===== src/logic/caq_pkg.sv =====
`default_nettype none
package caq_pkg;
   // ------------------------------------------------------------
   // timing
   // ------------------------------------------------------------
   localparam int CLK_HZ = 200_000_000;
   localparam int TICK_US = 1000;                                 // sampling tick period, one millisecond
   localparam int TICK_CYCLES = CLK_HZ / 1_000_000 * TICK_US;     // cycles per tick
   localparam int STRETCH_MS = 10;                                // trigger minimum low interval
   localparam int PRESENT_GUARD_MS = 20;                          // tone-present guard time
   localparam int ABSENT_GUARD_MS = 16;                           // tone-absent guard time
   localparam int ABSENT_DETECT_MAX_MS = 8;                       // longest tone-absent detect delay
   localparam int ABSENT_DETECT_CYCLES = CLK_HZ / 1000 * ABSENT_DETECT_MAX_MS;
   localparam int RING_MIN_MS = 200;                              // single ring burst, shortest
   localparam int RING_MAX_MS = 450;                              // single ring burst, longest
   localparam int CNT_W = 16;                                     // guard and stretch counter width
endpackage : caq_pkg
`default_nettype wire


===== src/logic/caq_link_if.sv =====
`default_nettype none
// pins between the qualifier and the host controller
interface caq_link_if;
   logic call_event_output_n;
   logic early_tone_detect;
   logic qualified_tone_detect;
   logic word_ready_n;
   logic event_request_n;
   logic guard_disable_switch;
   logic [15:0] present_guard_time;
   logic [15:0] absent_guard_time;
   logic [15:0] stretch_time;
   modport dev (
      output call_event_output_n, early_tone_detect, qualified_tone_detect, event_request_n,
      input word_ready_n, guard_disable_switch, present_guard_time, absent_guard_time, stretch_time
   );
   modport host (
      input call_event_output_n, early_tone_detect, qualified_tone_detect, event_request_n,
      output word_ready_n, guard_disable_switch, present_guard_time, absent_guard_time, stretch_time
   );
endinterface : caq_link_if
`default_nettype wire


===== src/logic/caq_device.sv =====
`default_nettype none
// Behaviour
// RULE1: trigger output low on line event
// RULE2: trigger returns high after event and stretch
// RULE3: trigger stays low minimum stretch interval
// RULE4: envelope: low while stretch node held
// RULE5: zero stretch: low only during event
// RULE6: ring burst 200-450 ms recognised
// RULE7: host may wake on trigger fall
// RULE8: low and high tones assessed separately
// RULE9: early detect high when both tones
// RULE10: early detect low when tones stop
// RULE11: qualified after present guard time
// RULE12: dropouts shorter than absent guard ignored
// RULE13: recognition equals guard plus detect delay
// RULE14: absent time equals guard plus delay
// RULE15: host sets present guard >= 20 ms
// RULE16: host applies load at qualified fall
// RULE17: host sets present guard above absent
// RULE18: guard disable holds qualified output low
// RULE19: steering threshold sets output, re-arms
// RULE20: event request while any source active
// RULE21: guards and stretch are tick counters
// RULE22: inputs synchronised before use; word_ready_n and guard_disable_switch are used without a synchroniser
module caq_device #(
   parameter int TICK_LEN = caq_pkg::TICK_CYCLES
) (
   // clock and reset
   input wire logic SYS_CLK,
   input wire logic SRST,
   // line front end and tone filters
   input wire logic LINE_EVENT_INPUT,
   input wire logic LOW_TONE_PRESENT,
   input wire logic HIGH_TONE_PRESENT,
   // host side
   caq_link_if.dev LINK
);
   import caq_pkg::*;

   // ------------------------------------------------------------
   // input synchronisers
   // ------------------------------------------------------------
   logic [2:0] sync_a;
   logic [2:0] sync_b;
   // two flops per input, first stage read only by the second
   always_ff @(posedge SYS_CLK) begin
      if (SRST) begin
         sync_a <= 3'h0;
         sync_b <= 3'h0;
      end else begin
         sync_a <= {LINE_EVENT_INPUT, LOW_TONE_PRESENT, HIGH_TONE_PRESENT}; // RULE22
         sync_b <= sync_a;
      end
   end
   wire line_event = sync_b[2];
   wire low_tone = sync_b[1];  // RULE8
   wire high_tone = sync_b[0]; // RULE8

   // ------------------------------------------------------------
   // sampling tick
   // ------------------------------------------------------------
   logic [31:0] tick_cnt;
   wire tick = (tick_cnt == 32'(TICK_LEN - 1));
   // free running millisecond tick
   always_ff @(posedge SYS_CLK) begin
      if (SRST) tick_cnt <= 32'h0;
      else if (tick) tick_cnt <= 32'h0;
      else tick_cnt <= tick_cnt + 32'h1;
   end

   // ------------------------------------------------------------
   // trigger path
   // ------------------------------------------------------------
   logic [CNT_W-1:0] stretch_cnt;
   // node is pulled low while the event is present, then recharges
   wire stretch_node_low = line_event || (stretch_cnt != '0); // RULE4
   always_ff @(posedge SYS_CLK) begin
      if (SRST) stretch_cnt <= '0;
      else if (line_event) stretch_cnt <= LINK.stretch_time;      // RULE3 RULE21
      else if (tick && stretch_cnt != '0) stretch_cnt <= stretch_cnt - 1'b1; // RULE2
   end
   // low during event or stretch; zero stretch gives the raw envelope
   logic trig_n;
   always_ff @(posedge SYS_CLK) begin
      if (SRST) trig_n <= 1'b1;
      else trig_n <= ~stretch_node_low; // RULE1 RULE5 RULE6
   end
   assign LINK.call_event_output_n = trig_n;

   // ------------------------------------------------------------
   // dual tone alert detector
   // ------------------------------------------------------------
   logic early;
   always_ff @(posedge SYS_CLK) begin
      if (SRST) early <= 1'b0;
      else early <= low_tone && high_tone; // RULE9 RULE10
   end
   assign LINK.early_tone_detect = early;

   // ------------------------------------------------------------
   // guard time qualification
   // ------------------------------------------------------------
   logic steer;
   logic [CNT_W-1:0] guard_cnt;
   wire disagree = (early != steer);
   wire [CNT_W-1:0] limit = steer ? LINK.absent_guard_time : LINK.present_guard_time;
   // counter runs while early disagrees with steering state, resets on agreement
   always_ff @(posedge SYS_CLK) begin
      if (SRST) begin
         guard_cnt <= '0;
         steer <= 1'b0;
      end else if (!disagree) begin
         guard_cnt <= '0; // RULE12
      end else if (guard_cnt >= limit) begin
         steer <= early; // RULE11 RULE19
         guard_cnt <= '0;
      end else if (tick) begin
         guard_cnt <= guard_cnt + 1'b1; // RULE21 RULE13 RULE14
      end
   end
   logic qual;
   always_ff @(posedge SYS_CLK) begin
      if (SRST) qual <= 1'b0;
      else qual <= steer && !LINK.guard_disable_switch; // RULE18
   end
   assign LINK.qualified_tone_detect = qual;

   // ------------------------------------------------------------
   // event request
   // ------------------------------------------------------------
   logic req_n;
   always_ff @(posedge SYS_CLK) begin
      if (SRST) req_n <= 1'b1;
      else req_n <= ~(~trig_n || ~LINK.word_ready_n || qual); // RULE20
   end
   assign LINK.event_request_n = req_n;
endmodule : caq_device
`default_nettype wire


===== src/flat_wrapper.sv =====
// flat-port wrapper written by rule: the top's interface ports become plain ports
module caq_device_flat import caq_pkg::*;
#(
   parameter int TICK_LEN = caq_pkg::TICK_CYCLES
)
  (SYS_CLK, SRST, LINE_EVENT_INPUT, LOW_TONE_PRESENT, HIGH_TONE_PRESENT, LINK_call_event_output_n, LINK_early_tone_detect, LINK_qualified_tone_detect, LINK_event_request_n, LINK_word_ready_n, LINK_guard_disable_switch, LINK_present_guard_time, LINK_absent_guard_time, LINK_stretch_time);
  caq_link_if LINK_i ();
  input wire logic SYS_CLK;
  input wire logic SRST;
  input wire logic LINE_EVENT_INPUT;
  input wire logic LOW_TONE_PRESENT;
  input wire logic HIGH_TONE_PRESENT;
  output wire logic [$bits(LINK_i.call_event_output_n)-1:0] LINK_call_event_output_n;
  output wire logic [$bits(LINK_i.early_tone_detect)-1:0] LINK_early_tone_detect;
  output wire logic [$bits(LINK_i.qualified_tone_detect)-1:0] LINK_qualified_tone_detect;
  output wire logic [$bits(LINK_i.event_request_n)-1:0] LINK_event_request_n;
  input wire logic [$bits(LINK_i.word_ready_n)-1:0] LINK_word_ready_n;
  input wire logic [$bits(LINK_i.guard_disable_switch)-1:0] LINK_guard_disable_switch;
  input wire logic [$bits(LINK_i.present_guard_time)-1:0] LINK_present_guard_time;
  input wire logic [$bits(LINK_i.absent_guard_time)-1:0] LINK_absent_guard_time;
  input wire logic [$bits(LINK_i.stretch_time)-1:0] LINK_stretch_time;
  assign LINK_call_event_output_n = LINK_i.call_event_output_n;
  assign LINK_early_tone_detect = LINK_i.early_tone_detect;
  assign LINK_qualified_tone_detect = LINK_i.qualified_tone_detect;
  assign LINK_event_request_n = LINK_i.event_request_n;
  assign LINK_i.word_ready_n = LINK_word_ready_n;
  assign LINK_i.guard_disable_switch = LINK_guard_disable_switch;
  assign LINK_i.present_guard_time = LINK_present_guard_time;
  assign LINK_i.absent_guard_time = LINK_absent_guard_time;
  assign LINK_i.stretch_time = LINK_stretch_time;
  caq_device #(.TICK_LEN(TICK_LEN)) u_core (.SYS_CLK(SYS_CLK), .SRST(SRST), .LINE_EVENT_INPUT(LINE_EVENT_INPUT), .LOW_TONE_PRESENT(LOW_TONE_PRESENT), .HIGH_TONE_PRESENT(HIGH_TONE_PRESENT), .LINK(LINK_i));
endmodule

===== config.mk =====
export PLATFORM = sky130hd
export DESIGN_NAME = caq_device_flat
export DESIGN_NICKNAME = d
export VERILOG_FILES = /design/src/logic/caq_pkg.sv /design/src/logic/caq_link_if.sv /design/src/logic/caq_device.sv /design/src/flat_wrapper.sv
export SDC_FILE = /design/constraint.sdc
export NUM_CORES = 1
export LEC_CHECK = 0
export ABC_AREA = 1
export BUFFER_PORTS_ARGS = -buffer_cell sky130_fd_sc_hd__buf_2
export CORE_MARGIN = 2
export CORE_UTILIZATION = 40
export CTS_CLUSTER_SIZE = 8
export DETAILED_ROUTE_END_ITERATION = 7
export SLEW_MARGIN = 40
export SYNTH_ARGS = -nofsm -noshare
export SYNTH_HDL_FRONTEND = slang
export SYNTH_SLANG_ARGS = --single-unit

===== constraint.sdc =====
create_clock -name SYS_CLK -period 2.3 [get_ports SYS_CLK]
set_input_delay 0.23 -clock SYS_CLK [delete_from_list [all_inputs] [get_ports SYS_CLK]]
set_output_delay 0.23 -clock SYS_CLK [all_outputs]
set_load 0.005 [all_outputs]

==> results by group <==
Critical path
  – Crit path required time: 2.58 ns
  – CP Launch Type: flop
  – Critical Path AT: 2.41 ns
  – Crit path max fanout: 16
  – CP endpoint kind: flop
  – Critical path launch point: u_core.steer
  – Worst r2r src: u_core.steer
  – Kind of critical path: flop to flop

Place
  – Port Buffers: 58
  – RePlAce Congestion: 0.902
  – Inst Count DP: 926
  – Post-DP HPWL: 9100 µm

Power
  – Cell leakage power: 0.00229 µW
  – Max VDD drop: 0.324 mV
  – PD cells: 575 nW/µm²

Job
  – Max cap viols: 0

Hold path
  – Hold wc startpoint: LINK_guard_disable_switch
  – Worst hold path class: input port to flop

Route
  – DRC violations left: 8
  – Wirelength per Cell: 12.3 µm
  – Via count: 4700
  – Pre-Repair DR Iteration Count: 6
  – Final Routed Wirelength: 11600 µm
  – Routed vias/inst: 4.98
  – Iter 0 DRT Violations: 201
  – Post-route ant nets: 0

Global routing
  – Vias in the first global route: 4523
  – Number of antenna violations at the first check in global routing: 1
  – Largest net degree at the start of global routing: 26
  – GR Overflow Total: 0
  – Total GRT Usage: 0.193
  – Met3 Resource Use GR: 0.0311
  – Global-route wire length before repair: 20300 µm
  – Gr busiest metal: met2
  – Grt met1 use: 0.259
  – Met2 Usage GRT: 0.317

Status
  – Failing checks: DRC
  – Outcome: finished with violations

Timing
  – Final Max Slew Viols: 0
  – F_max: 470 MHz
  – Minimum clock period: 2.13 ns
  – Final hold vios: 0
  – Layout Skew: 0.00613 ns
  – Final Setup Violations: 0
  – Hold slack: 0.0659 ns
  – RSZ-0062 raised after global routing: false
  – Setup_tns: 0 ns
  – Max-slew headroom: 0.635
  – Worst slew pin tran: 0.543 ns
  – Final period utilization: 0.926

Logic synthesis
  – Cell taking the most area after synthesis: dfxtp_1
  – Average size of a mapped cell: 6.48 µm²
  – Synth Register Bits: 75
  – Area share of the leading cell type in the synthesized netlist: 0.316
  – Largest cells by area after synthesis: dfxtp_1 (32%), nand2_1 (16%), nor2_1 (9.3%)
  – Sequential area share after synthesis: 0.316
  – Post-Syn Nets: 808
  – Library cells used by synthesis: 33
  – Syn Std Cell Area: 4750 µm²
  – Yosys warning count: 0
  – Cell count after synthesis: 733

Floorplanning
  – Row count: 39
  – Core ar.: 11500 µm²
  – DIE AREA: 12800 µm²
  – Initial Utilization: 0.412
  – Overall die width: 113 µm
  – IO Count: 59
  – Die Span Y: 113 µm

Clocking
  – Max Root-Sink Buffers: 2
  – Hold Buf Count CTS: 0
  – Clk sinks: 75
  – Cts repair resizes: 0
  – CTS tree: built
  – CTS clock-pin slew for the worst setup and hold paths: 0.06 ns
  – Worst-Skew Late Latency: 0.34 ns
  – Clk Tree Root Cell: clkbuf_16
  – Setup bufs post-CTS: 0
  – H-tree lvl count: 3
  – CTS buffer count: 9

Final layout
  – Area growth, synth to finish: 15.7%
  – Layout cells sized above 1: 0.151
  – Final nets: 869
  – Non-filler instance count after layout: 943
  – Fin util: 0.477
==> cell type report <==
cell class                 instances  area, µm²
clock buffer                       9        225
inverter                          93        349
clock inverter                     7       83.8
multi-input combinational        548       2790
antenna                            1       2.50
timing repair buffer              67        358
tap                              143        179
fill                            1204       6020
sequential                        75       1500
==> synthesized netlist by cell type (all sizes together) <==
cell type  instances
a21oi             34
a31oi              1
buf               12
clkbuf             5
clkinv             2
dfxtp             75
ha                20
inv               91
mux2i             15
nand2            204
nand3             47
nand3b             6
nand4             12
nor2             125
nor3              21
nor3b              1
nor4               1
o21a               1
o21ai             34
or2                2
xnor2              6
xor2              18
==> worst max-delay path, cell delays in order, from the launching register on <==
cell and delay, ns:
dfxtp_1 0.35, buf_4 0.20, mux2i_1 0.23, ha_1 0.26
a21oi_1 0.12, o21ai_0 0.09, a21oi_1 0.29, nand4_1 0.17
buf_4 0.23, nor2_1 0.10
==> sequential cells by signal, summed over array words and instances, names as in the netlist <==
register and flops:
u_core.steer 1, u_core.LINK.call_event_output_n 1, u_core.LINK.early_tone_detect 1, u_core.stretch_cnt 16
u_core.sync_b 3, u_core.guard_cnt 16, u_core.LINK.qualified_tone_detect 1, u_core.tick_cnt 32
u_core.LINK.event_request_n 1, u_core.sync_a 3
==> routing by layer <==
metal	wire length, µm	vias to the layer above
met3	677	12
li1	-	2450
met2	5360	113
met1	5420	2125
met4	168	0
met5	0	-
==> cell usage in the layout, fill, tap and decap left out, types with 9 or more instances in the layout <==
master / count
ha_1: 20
nand3_1: 44
nor2_1: 117
a21oi_1: 34
xor2_1: 18
nor3_1: 21
o21ai_0: 16
nand4_1: 12
clkbuf_16: 9
nand2_1: 199
inv_2: 12
o21ai_1: 11
mux2i_1: 15
dfxtp_1: 75
buf_2: 58
buf_4: 9
inv_1: 79
==> cells by family (layout without fill, tap and decap cells) <==
family	count (synthesis)	count (layout)	synth area share
simple gates	419	419	0.378
buf+inv	110	176	0.0965
flops	75	75	0.316
compound gates	70	70	0.0801
xor+xnor	24	24	0.0443
fa+ha+maj	20	20	0.0527
mux	15	15	0.0316
other cells	0	1	0
==> path summary, 6_finish.rpt <==
check / to / slack, ns / depth (start not counted)
worst max-delay path: u_core.guard_cnt[8] / 0.17 / 9
worst max register to register: u_core.guard_cnt[8] / 0.17 / 9
worst min-delay path: u_core.LINK.qualified_tone_detect / 0.07 / 2
worst min register to register: u_core.sync_b[2] / 0.41 / 2
==> through the flow <==
step / cell area (µm²) / setup WS (ns) / total power, µW
after floorplan: 4750 / 0.120 / 1600
final: 5490 / 0.171 / 3160
after CTS: 5480 / 0.126 / 3190
after detailed placement: 5170 / 0.173 / 1720
after global placement: 5170 / 0.223 / 1710
after global routing: 5490 / 0.000370 / 3310
==> power by group <==
group          leakage (µW)  internal [µW]  switching (µW)
registers          0.000608           1330            23.2
logic               0.00154            134             201
clock network      0.000148            857             614
Power figures use the tool's default switching activity.
